<file path="src/verilog/ftl_pkg.sv">
// Package of constants, codes and states for the fault test load sequencer.
package ftl_pkg;

  // ----------------------------------------------------------------------
  // Register map (byte addresses on the register bus)
  // ----------------------------------------------------------------------
  localparam logic [7:0] FTL_CTRL_OFS = 8'h00;
  localparam logic [7:0] FTL_STAT_OFS = 8'h04;
  localparam logic [7:0] FTL_EVT_OFS = 8'h08;
  localparam logic [7:0] FTL_MASK_OFS = 8'h0c;
  localparam logic [7:0] FTL_ADDR_OFS = 8'h10;

  // Reset values and field positions.
  localparam logic FTL_CTRL_EN_RST = 1'b1;
  localparam logic [4:0] FTL_MASK_RST = 5'h00;
  localparam int FTL_NUM_EVT = 5;
  localparam int FTL_EV_RELEASE = 0;
  localparam int FTL_EV_BUF_FULL = 1;
  localparam int FTL_EV_INCORR_LEN = 2;
  localparam int FTL_EV_GAP = 3;
  localparam int FTL_EV_DEV_ERR = 4;

  // ----------------------------------------------------------------------
  // Channel command word layout and codes
  // ----------------------------------------------------------------------
  localparam int FTL_CCW_CMD_LSB = 56;
  localparam int FTL_CCW_ADDR_LSB = 32;
  localparam int FTL_CCW_CDA_BIT = 31;
  localparam int FTL_CCW_CC_BIT = 30;
  localparam logic [3:0] FTL_CMD_TIC = 4'h8;
  localparam logic [23:0] FTL_CCW_STEP = 24'h000008;

  // Forced command word built after initial selection.
  localparam logic [23:0] FTL_FORCED_DATA_ADDR = 24'h000000;
  localparam logic [15:0] FTL_FORCED_COUNT = 16'h0018;
  localparam logic [23:0] FTL_FORCED_CMD_ADDR = 24'h000008;

  // Sequencer states.
  typedef enum logic [2:0] {
    FTL_S_IDLE = 3'b000,
    FTL_S_XFER = 3'b001,
    FTL_S_FETCH = 3'b010,
    FTL_S_WAIT = 3'b011,
    FTL_S_END = 3'b100
  } ftl_state_t;

endpackage

</file>
<file path="src/verilog/ftl_ccw_decode.sv">
// Field splitter and command classifier for one channel command word.
`timescale 1ns/1ps
module ftl_ccw_decode (
  input wire logic [63:0] ccw,
  output logic [23:0] data_addr,
  output logic [15:0] count,
  output logic chain_data,
  output logic chain_cmd,
  output logic is_tic
);
  import ftl_pkg::*;

  // Plain field extraction; the transfer-in-channel test looks at the low nibble only.
  always_comb begin
    data_addr = ccw[FTL_CCW_ADDR_LSB +: 24];
    count = ccw[15:0];
    chain_data = ccw[FTL_CCW_CDA_BIT];
    chain_cmd = ccw[FTL_CCW_CC_BIT];
    is_tic = (ccw[FTL_CCW_CMD_LSB +: 4] == FTL_CMD_TIC);
  end

endmodule

</file>
<file path="src/verilog/ftl_event_status.sv">
// Sticky event flags with write-one-to-clear and a per-bit mask.
`timescale 1ns/1ps
module ftl_event_status (
  input wire logic clk,
  input wire logic rst,
  input wire logic [4:0] event_in,
  input wire logic [4:0] clear_in,
  input wire logic [4:0] mask_in,
  output logic [4:0] flags,
  output logic pending
);
  import ftl_pkg::*;

  // ----------------------------------------------------------------------
  // One flag per event
  // ----------------------------------------------------------------------
  genvar i;
  generate
    for (i = 0; i < FTL_NUM_EVT; i = i + 1) begin : g_flag
      // A set arriving with its clear wins, so no event is ever lost.
      always_ff @(posedge clk or posedge rst) begin
        if (rst) begin
          flags[i] <= 1'b0;
        end else begin
          flags[i] <= event_in[i] | (flags[i] & ~clear_in[i]);
        end
      end
    end
  endgenerate

  // Combined level; the top registers it before it leaves the block.
  assign pending = |(flags & mask_in);

endmodule

</file>
<file path="src/verilog/ftl_sequencer.sv">
// Fault test load sequencer: processor side, device side, storage port and registers.
//
// Summary of operation
// Fault test mode input sets the mode latch, which enables the load control.
// In fault test mode the stop request is blocked, so no logout starts.
// In fault test mode the controlled or log-wait interrupt is blocked.
// In fault test mode incorrect length raises no interrupt request.
// Initial load plus channel select plus unit address start device selection.
// After selection a forced word reads 24 bytes at 0, chaining to 8.
// The first record lands as three doublewords at 0, 8 and 16.
// Chaining fetches the word at 8, which reads the second record to 80h.
// After the second record, chaining fetches the transfer word at 16.
// Decoding that transfer word sets the release latch driving release out.
// The processor drops channel select when it sees release.
// Channel select dropping after release clears the initial load latch.
// The transfer word fetches the data-chained read word at 88h for buffer 1.
// After release, loaded words keep filling buffer 1 and buffer 2 in turn.
// Each test transfer is watched for errors, incorrect length and gaps.
// A transfer word decoded with chain data set pulses buffer full.
// The processor drops fault test mode when loading is complete.
// Reset clears the mode, load and release latches and all outputs.
`timescale 1ns/1ps
module ftl_sequencer (
  input wire logic REF_CLK,
  input wire logic RST,
  input wire logic WB_CYC_I,
  input wire logic WB_STB_I,
  input wire logic WB_WE_I,
  input wire logic [7:0] WB_ADR_I,
  input wire logic [3:0] WB_SEL_I,
  input wire logic [31:0] WB_DAT_I,
  output logic [31:0] WB_DAT_O,
  output logic WB_ACK_O,
  output logic IRQ,
  input wire logic FAULT_TEST_LOAD_MODE,
  input wire logic INITIAL_PROGRAM_LOAD,
  input wire logic CHANNEL_SELECT,
  input wire logic [7:0] UNIT_ADDR,
  output logic RELEASE,
  output logic BUF_FULL,
  input wire logic LOGOUT_ON_MACHINE_CHECK_SWITCH,
  input wire logic CONTROL_CHECK,
  input wire logic PCI_OR_LOG_WAIT,
  input wire logic INCORRECT_LENGTH,
  output logic STOP_REQ,
  output logic PCI_INTR,
  output logic LEN_INTR_REQ,
  output logic DEV_SELECT,
  output logic [7:0] DEV_UNIT,
  input wire logic DEV_VALID,
  input wire logic [7:0] DEV_DATA,
  input wire logic DEV_END,
  input wire logic DEV_ERR,
  output logic STO_WE,
  output logic STO_RD,
  output logic [23:0] STO_ADDR,
  output logic [7:0] STO_WDATA,
  input wire logic STO_RVALID,
  input wire logic [63:0] STO_RDATA
);
  import ftl_pkg::*;

  ftl_state_t state_ff;
  logic ft_mode_ff, ipl_ff, release_ff, cc_ff, cda_ff, ctrl_en_ff;
  logic [23:0] cmd_addr_ff, data_addr_ff;
  logic [15:0] count_ff;
  logic [4:0] mask_ff, ev_clr, ev_set, ev_flags;
  logic ev_pending, wb_req;
  logic [23:0] dec_addr;
  logic [15:0] dec_count;
  logic dec_cda, dec_cc, dec_tic;
  logic start, tic_fetch, xfer_end, len_short;

  // ----------------------------------------------------------------------
  // Command word decode and event flags
  // ----------------------------------------------------------------------
  ftl_ccw_decode u_dec (
    .ccw(STO_RDATA),
    .data_addr(dec_addr),
    .count(dec_count),
    .chain_data(dec_cda),
    .chain_cmd(dec_cc),
    .is_tic(dec_tic)
  );

  ftl_event_status u_evt (
    .clk(REF_CLK),
    .rst(RST),
    .event_in(ev_set),
    .clear_in(ev_clr),
    .mask_in(mask_ff),
    .flags(ev_flags),
    .pending(ev_pending)
  );

  // Sequence qualifiers shared by the state machine and the flags.
  // start selection
  assign start = (state_ff == FTL_S_IDLE) && ft_mode_ff && ctrl_en_ff &&
                 INITIAL_PROGRAM_LOAD && CHANNEL_SELECT;
  assign tic_fetch = (state_ff == FTL_S_WAIT) && STO_RVALID && dec_tic;
  assign xfer_end = (state_ff == FTL_S_XFER) && ((count_ff == 16'h0000) || DEV_END);
  assign len_short = (state_ff == FTL_S_XFER) && DEV_END && (count_ff != 16'h0000);

  // transfer monitoring
  always_comb begin
    ev_set = 5'h00;
    ev_set[FTL_EV_RELEASE] = tic_fetch && ipl_ff && ft_mode_ff;
    ev_set[FTL_EV_BUF_FULL] = tic_fetch && cda_ff && ft_mode_ff;
    ev_set[FTL_EV_INCORR_LEN] = len_short && ft_mode_ff;
    ev_set[FTL_EV_GAP] = (state_ff == FTL_S_XFER) && DEV_END && ft_mode_ff;
    ev_set[FTL_EV_DEV_ERR] = (state_ff == FTL_S_XFER) && DEV_ERR && ft_mode_ff;
  end

  // ----------------------------------------------------------------------
  // Processor-side latches
  // ----------------------------------------------------------------------
  // mode latch
  always_ff @(posedge REF_CLK or posedge RST) begin
    if (RST) begin
      ft_mode_ff <= 1'b0;
    end else begin
      ft_mode_ff <= FAULT_TEST_LOAD_MODE;
    end
  end

  // reset clears latches
  // The load latch stays on from selection until select drops after release or the mode drops.
  always_ff @(posedge REF_CLK or posedge RST) begin
    if (RST) begin
      ipl_ff <= 1'b0;
      release_ff <= 1'b0;
    end else begin
      // clear load latch
      if (!ft_mode_ff || (release_ff && !CHANNEL_SELECT)) begin
        ipl_ff <= 1'b0;
        release_ff <= 1'b0;
      end
      if (start) begin
        ipl_ff <= 1'b1;
      end
      // set release latch
      if (tic_fetch && ipl_ff && ft_mode_ff) begin
        release_ff <= 1'b1;
      end
    end
  end

  // Release and buffer full leave the block registered.
  always_ff @(posedge REF_CLK or posedge RST) begin
    if (RST) begin
      RELEASE <= 1'b0;
      BUF_FULL <= 1'b0;
    end else begin
      RELEASE <= release_ff;
      // buffer full pulse
      BUF_FULL <= tic_fetch && cda_ff && ft_mode_ff;
    end
  end

  // Ordinary channel paths are gated here so that the test program is never
  // interrupted by a logout or an interrupt routine it cannot service.
  always_ff @(posedge REF_CLK or posedge RST) begin
    if (RST) begin
      STOP_REQ <= 1'b0;
      PCI_INTR <= 1'b0;
      LEN_INTR_REQ <= 1'b0;
    end else begin
      // stop suppression
      STOP_REQ <= LOGOUT_ON_MACHINE_CHECK_SWITCH && CONTROL_CHECK && !ft_mode_ff;
      // interrupt suppression
      PCI_INTR <= PCI_OR_LOG_WAIT && !ft_mode_ff;
      // length interrupt block
      LEN_INTR_REQ <= INCORRECT_LENGTH && !ft_mode_ff;
    end
  end

  // ----------------------------------------------------------------------
  // Load sequencer
  // ----------------------------------------------------------------------
  // Dropping the mode abandons any sequence; the processor does this at the end.
  always_ff @(posedge REF_CLK or posedge RST) begin
    if (RST) begin
      state_ff <= FTL_S_IDLE;
      cmd_addr_ff <= 24'h000000;
      data_addr_ff <= 24'h000000;
      count_ff <= 16'h0000;
      cc_ff <= 1'b0;
      cda_ff <= 1'b0;
      DEV_SELECT <= 1'b0;
      DEV_UNIT <= 8'h00;
      STO_WE <= 1'b0;
      STO_RD <= 1'b0;
      STO_ADDR <= 24'h000000;
      STO_WDATA <= 8'h00;
    end else begin
      DEV_SELECT <= 1'b0;
      STO_WE <= 1'b0;
      STO_RD <= 1'b0;
      // mode drop frees channel
      if (!ft_mode_ff) begin
        state_ff <= FTL_S_IDLE;
      end else begin
        case (state_ff)
          FTL_S_IDLE: begin
            if (start) begin
              // forced command word
              DEV_SELECT <= 1'b1;
              DEV_UNIT <= UNIT_ADDR;
              data_addr_ff <= FTL_FORCED_DATA_ADDR;
              count_ff <= FTL_FORCED_COUNT;
              cmd_addr_ff <= FTL_FORCED_CMD_ADDR;
              cc_ff <= 1'b1;
              cda_ff <= 1'b0;
              state_ff <= FTL_S_XFER;
            end
          end
          FTL_S_XFER: begin
            if (xfer_end) begin
              // chain to next word
              state_ff <= (cc_ff || cda_ff) ? FTL_S_FETCH : FTL_S_END;
            end else if (DEV_VALID) begin
              // store bytes sequentially
              STO_WE <= 1'b1;
              STO_ADDR <= data_addr_ff;
              STO_WDATA <= DEV_DATA;
              data_addr_ff <= data_addr_ff + 24'h000001;
              count_ff <= count_ff - 16'h0001;
            end
          end
          FTL_S_FETCH: begin
            // fetch at command address
            STO_RD <= 1'b1;
            STO_ADDR <= cmd_addr_ff;
            state_ff <= FTL_S_WAIT;
          end
          FTL_S_WAIT: begin
            if (STO_RVALID) begin
              if (dec_tic) begin
                // branch to target word
                cmd_addr_ff <= dec_addr;
                state_ff <= FTL_S_FETCH;
              end else begin
                // execute loaded word
                cmd_addr_ff <= cmd_addr_ff + FTL_CCW_STEP;
                data_addr_ff <= dec_addr;
                count_ff <= dec_count;
                cc_ff <= dec_cc;
                cda_ff <= dec_cda;
                // Command chaining reselects the device; data chaining stays connected.
                DEV_SELECT <= !cda_ff;
                state_ff <= FTL_S_XFER;
              end
            end
          end
          FTL_S_END: begin
            state_ff <= FTL_S_END;
          end
          default: begin
            state_ff <= FTL_S_IDLE;
          end
        endcase
      end
    end
  end

  // ----------------------------------------------------------------------
  // Register bus slave
  // ----------------------------------------------------------------------
  // Ack comes one cycle after the request and drops the cycle after.
  assign wb_req = WB_CYC_I && WB_STB_I && !WB_ACK_O;

  always_comb begin
    ev_clr = 5'h00;
    if (wb_req && WB_WE_I && WB_SEL_I[0] && (WB_ADR_I == FTL_EVT_OFS)) begin
      ev_clr = WB_DAT_I[4:0];
    end
  end

  // Only byte lane 0 carries the narrow control fields.
  always_ff @(posedge REF_CLK or posedge RST) begin
    if (RST) begin
      ctrl_en_ff <= FTL_CTRL_EN_RST;
      mask_ff <= FTL_MASK_RST;
    end else if (wb_req && WB_WE_I && WB_SEL_I[0]) begin
      if (WB_ADR_I == FTL_CTRL_OFS) begin
        ctrl_en_ff <= WB_DAT_I[0];
      end
      if (WB_ADR_I == FTL_MASK_OFS) begin
        mask_ff <= WB_DAT_I[4:0];
      end
    end
  end

  // Unmapped addresses are acknowledged and read as zero.
  always_ff @(posedge REF_CLK or posedge RST) begin
    if (RST) begin
      WB_ACK_O <= 1'b0;
      WB_DAT_O <= 32'h00000000;
      IRQ <= 1'b0;
    end else begin
      WB_ACK_O <= wb_req;
      IRQ <= ev_pending;
      if (wb_req && !WB_WE_I) begin
        case (WB_ADR_I)
          FTL_CTRL_OFS: WB_DAT_O <= {31'h00000000, ctrl_en_ff};
          FTL_STAT_OFS: WB_DAT_O <= {24'h000000, cda_ff, cc_ff, release_ff, ipl_ff,
                                     ft_mode_ff, state_ff};
          FTL_EVT_OFS: WB_DAT_O <= {27'h0000000, ev_flags};
          FTL_MASK_OFS: WB_DAT_O <= {27'h0000000, mask_ff};
          FTL_ADDR_OFS: WB_DAT_O <= {8'h00, cmd_addr_ff};
          default: WB_DAT_O <= 32'h00000000;
        endcase
      end
    end
  end
endmodule

</file>
<file path="config.mk">
export PLATFORM = sky130hd
export DESIGN_NAME = ftl_sequencer
export DESIGN_NICKNAME = d
export VERILOG_FILES = /design/src/verilog/ftl_pkg.sv /design/src/verilog/ftl_ccw_decode.sv /design/src/verilog/ftl_event_status.sv /design/src/verilog/ftl_sequencer.sv
export SDC_FILE = /design/constraint.sdc
export NUM_CORES = 1
export LEC_CHECK = 0
export BUFFER_PORTS_ARGS = -buffer_cell sky130_fd_sc_hd__buf_2
export CAP_MARGIN = 20
export CORE_MARGIN = 2
export CORE_UTILIZATION = 57
export CTS_BUF_LIST = sky130_fd_sc_hd__clkbuf_16
export DETAILED_ROUTE_END_ITERATION = 8
export MAX_ROUTING_LAYER = met4
export PLACE_DENSITY = 0.89
export SLEW_MARGIN = 25
export SYNTH_ARGS = -nofsm -noshare
export SYNTH_HDL_FRONTEND = slang
export SYNTH_SLANG_ARGS = --single-unit
</file>
<file path="constraint.sdc">
create_clock -name REF_CLK -period 8.1 [get_ports REF_CLK]
set_clock_uncertainty 0.05 [all_clocks]
set_input_delay 1.215 -clock REF_CLK [delete_from_list [all_inputs] [get_ports REF_CLK]]
set_output_delay 1.215 -clock REF_CLK [all_outputs]
set_load 0.01 [all_outputs]
</file>
==> summary.md <==
* result of the run: complete, no violations
* nets: 1137
* Die Outline Area: 0.0154 sq mm
* core area: 0.0140 sq mm
* number of sinks on the clock net: 157
* number of ports placed on the die boundary: 222
* number of filler instances in the final layout: 1105
* clock input transition at the sequential cells of the worst setup and hold paths: 60 ps
* number of routed nets with antenna violations: 0
* total wire length after detailed routing: 24000 um
* Synth Cell Area: 0.00821 sq mm
* clock network latency to the later pin of the worst-skew pair: 430 ps
* total CTS buffers: 17
* average wire per cell in the routed design: 20.2 um
* share of flip-flops with an asynchronous set or reset after synthesis: 100%
* EDFF count, synth: 0
* required time worst endpoint: 8390 ps
* final estimated routing congestion in global placement: 0.952
* area growth from synthesis to layout: 17.2%
* class of the tightest hold or removal check: reg2reg
* vias in the first global route: 7489
* Final setup violation count: 0
* crit share post-route: 49.7%
* kind of critical path: reg2reg
* total of buffers placed on input and output ports: 165
* Relative slew margins: 31.5%
* number of rows in the core area: 43
* worst supply voltage drop on vdd: 0.141 mV
* detailed-placement wirelength estimate: 15900 um
* total setup buffers inserted after CTS: 0
* DRC violation count after routing: 0
* deepest clock path buffer count: 2
* deepest level of the CTS H-tree: 4
* top fanout value on the critical path: 43
* number of buffers inserted for hold repair after clock tree synthesis: 0
* maxcap violations: 0
* placed cells: 1154
* detail-routed via count per cell: 6.67
* global route total overflow: 0
* #FFs+latches synth: 157
* CTS tree: done
* launch point of the critical path: state_ff[2]
* count of routing violations after the opening detailed-route iteration: 1136
* actual slew at the worst max-slew pin: 1030 ps
* Leakage Power: 4.39 nW
* total power: 2.33 mW
* die width: 124 um
* reg-to-reg endpoint: data_addr_ff[12]
* proportion of layout cells with a drive suffix above 1: 25.6%
* effective utilization at floorplan: 58.7%
* RSZ-0062 raised after global routing: no
* Clk pwr share: 35.2%
* main flop type after synthesis: dfrtp_1
* Initial DRT Pass Iterations: 6
* sequential-to-total area share from yosys stat: 47.9%
* number of different library cells in the post-synthesis netlist: 66
* count of final max-slew check failures: 0
* reg2reg start: state_ff[2]
* synthesized netlist cell count: 871
* crit path setup slack, layout: 4080 ps
* setup_tns: 0 ps
* Die Span Y: 124 um
* final critical-path required period: 4020 ps
* Yosys Warn Count: 0
* number of failing hold endpoints at the final stage: 0
* fraction of power spent switching nets: 31.5%
* Root Buffer Master: clkbuf_16
* post-cts repair resize count: 0
* logic gate share of total power: 22.5%
* crit path to: data_addr_ff[12]
* sort of element at the start of the critical path: flip-flop
* number of cells on the worst reg-to-reg path: 6
* Critical Path AT: 4320 ps
* Antenna Diode Count: 0
* area post-placement: 0.00902 sq mm
* sequential cell fraction of total power: 42.3%
* Pwr Density: 242 mW/mm^2
* Internal Dissipation: 1.59 mW
* global-route wire length before repair: 37700 um
* largest net degree at the start of global routing: 101
* Total GRT Usage: 32.9%
* switching component of the power: 0.734 mW
* area of all placed cells without fillers: 0.00962 sq mm
* Worst Setup Slack post-DPL: 4200 ps
* vias post-DR: 7908
* count of non-filler cells in the finished layout: 1186
* worst reg2reg setup slack: 4080 ps
* post-synthesis average cell area: 9.43 sq um
* number of antenna violations at the first check in global routing: 0
* Critical Path Sink Type: flip-flop
* Fmax achieved: 0.248 GHz
## how the worst min path moves through the flow
| stage | from | depth (start not counted) | endpoint |
|---|---|---|---|
| floorplan | release_ff | 0 | RELEASE |
| global placement | WB_DAT_O[11] | 2 | WB_DAT_O[11] |
| detailed placement | WB_DAT_O[6] | 2 | WB_DAT_O[6] |
| CTS | WB_DAT_O[7] | 2 | WB_DAT_O[7] |
| global route | WB_DAT_O[19] | 2 | WB_DAT_O[19] |
| finish | WB_DAT_O[7] | 2 | WB_DAT_O[7] |
## cell usage in the layout, fill, tap and decap left out, types with 6 or more instances in the layout
master and count:
a211oi_1 6, nor3b_1 7, buf_4 7, and3_1 11, nand2_1 79, a22oi_1 16, o31ai_1 28, a2bb2oi_1 24
buf_2 165, nor2_1 67, nand3_1 20, conb_1 8, mux2_2 22, a21oi_1 44, nor4_1 19, dfrtp_1 155
o22ai_1 32, o21ai_2 10, nor3_1 18, nand4_1 10, inv_1 15, a32oi_1 13, a31oi_1 7, o21ai_0 80
nor2b_1 8, o31a_1 9, a222oi_1 6, clkbuf_16 17
## worst max-delay path, stage by stage (launching register included)
cell and delay [ps]:
dfrtp_1 600, or3b_2 830, o21a_1 880, nand3_1 160, buf_4 320, or3_2 780, o22ai_1 280
## registers in the layout, summed over array words and instances, names as in the netlist, 3 cells and up
name,count
mask_ff,5
count_ff,16
STO_ADDR,24
DEV_UNIT,8
WB_DAT_O,24
state_ff,3
data_addr_ff,24
cmd_addr_ff,24
STO_WDATA,8
u_evt.flags,5
## area by class of cell
| cell class | instances | area, sq um | share of cell area [%] |
|---|---|---|---|
| Clock inverter | 15 | 173 | 1.79 |
| Multi-Input combinational cell | 629 | 3930 | 40.8 |
| Sequential cell | 157 | 3930 | 40.9 |
| Timing Repair Buffer | 172 | 878 | 9.13 |
| Clock buffer | 17 | 425 | 4.42 |
| Tap cell | 180 | 225 | 2.34 |
| Inverter | 16 | 65.1 | 0.676 |
## metrics by stage
| stage | utilization (%) | hold WS (ps) |
|---|---|---|
| after floorplan | - | 345 |
| after global placement | 64.3 | 408 |
| after detailed placement | 64.5 | 415 |
| after CTS | 68.7 | 429 |
| after global routing | 68.8 | 461 |
| final | 68.8 | 423 |
## power by group through the flow
stage / sequential (mW) / combinational (mW) / clock [mW]
after floorplan: 1.01 / 0.310 / 0
after global placement: 0.987 / 0.500 / 0
after detailed placement: 0.991 / 0.518 / 0
after CTS: 0.980 / 0.520 / 0.819
after global routing: 0.996 / 0.573 / 0.852
final: 0.985 / 0.523 / 0.818
## cells in the mapped netlist (20+ instances only)
library cell | number | share of area, %
a21oi_1 | 44 | 2.7
a2bb2oi_1 | 24 | 2.6
clkbuf_1 | 50 | 2.3
dfrtp_1 | 156 | 48
mux2_2 | 22 | 3.0
nand2_1 | 79 | 3.6
nand3_1 | 20 | 1.2
nor2_1 | 67 | 3.1
nor4_1 | 21 | 1.6
o21ai_0 | 80 | 4.9
o22ai_1 | 32 | 2.4
o31ai_1 | 28 | 2.6
## routing by layer
metal / part of all wire, % / GRT usage, %
met1: 39 / 43.0
met2: 46 / 48.3
met3: 11 / 8.33
met4: 3.8 / 15.6
met5: 0 / -
## logic make-up after synthesis
family / count (synthesis) / synth area share, %
AO/OA/AOI/OAI: 311 / 25.6
XOR/XNOR: 1 / 0.107
adder cells (fa/ha/maj): 4 / 0.610
buffers and inverters: 92 / 5.17
flip-flops: 157 / 47.9
multiplexers: 26 / 3.50
other: 1 / 0.0457
AND/OR/NAND/NOR: 279 / 17.1
No activity file was read; power rests on OpenSTA's default activity.
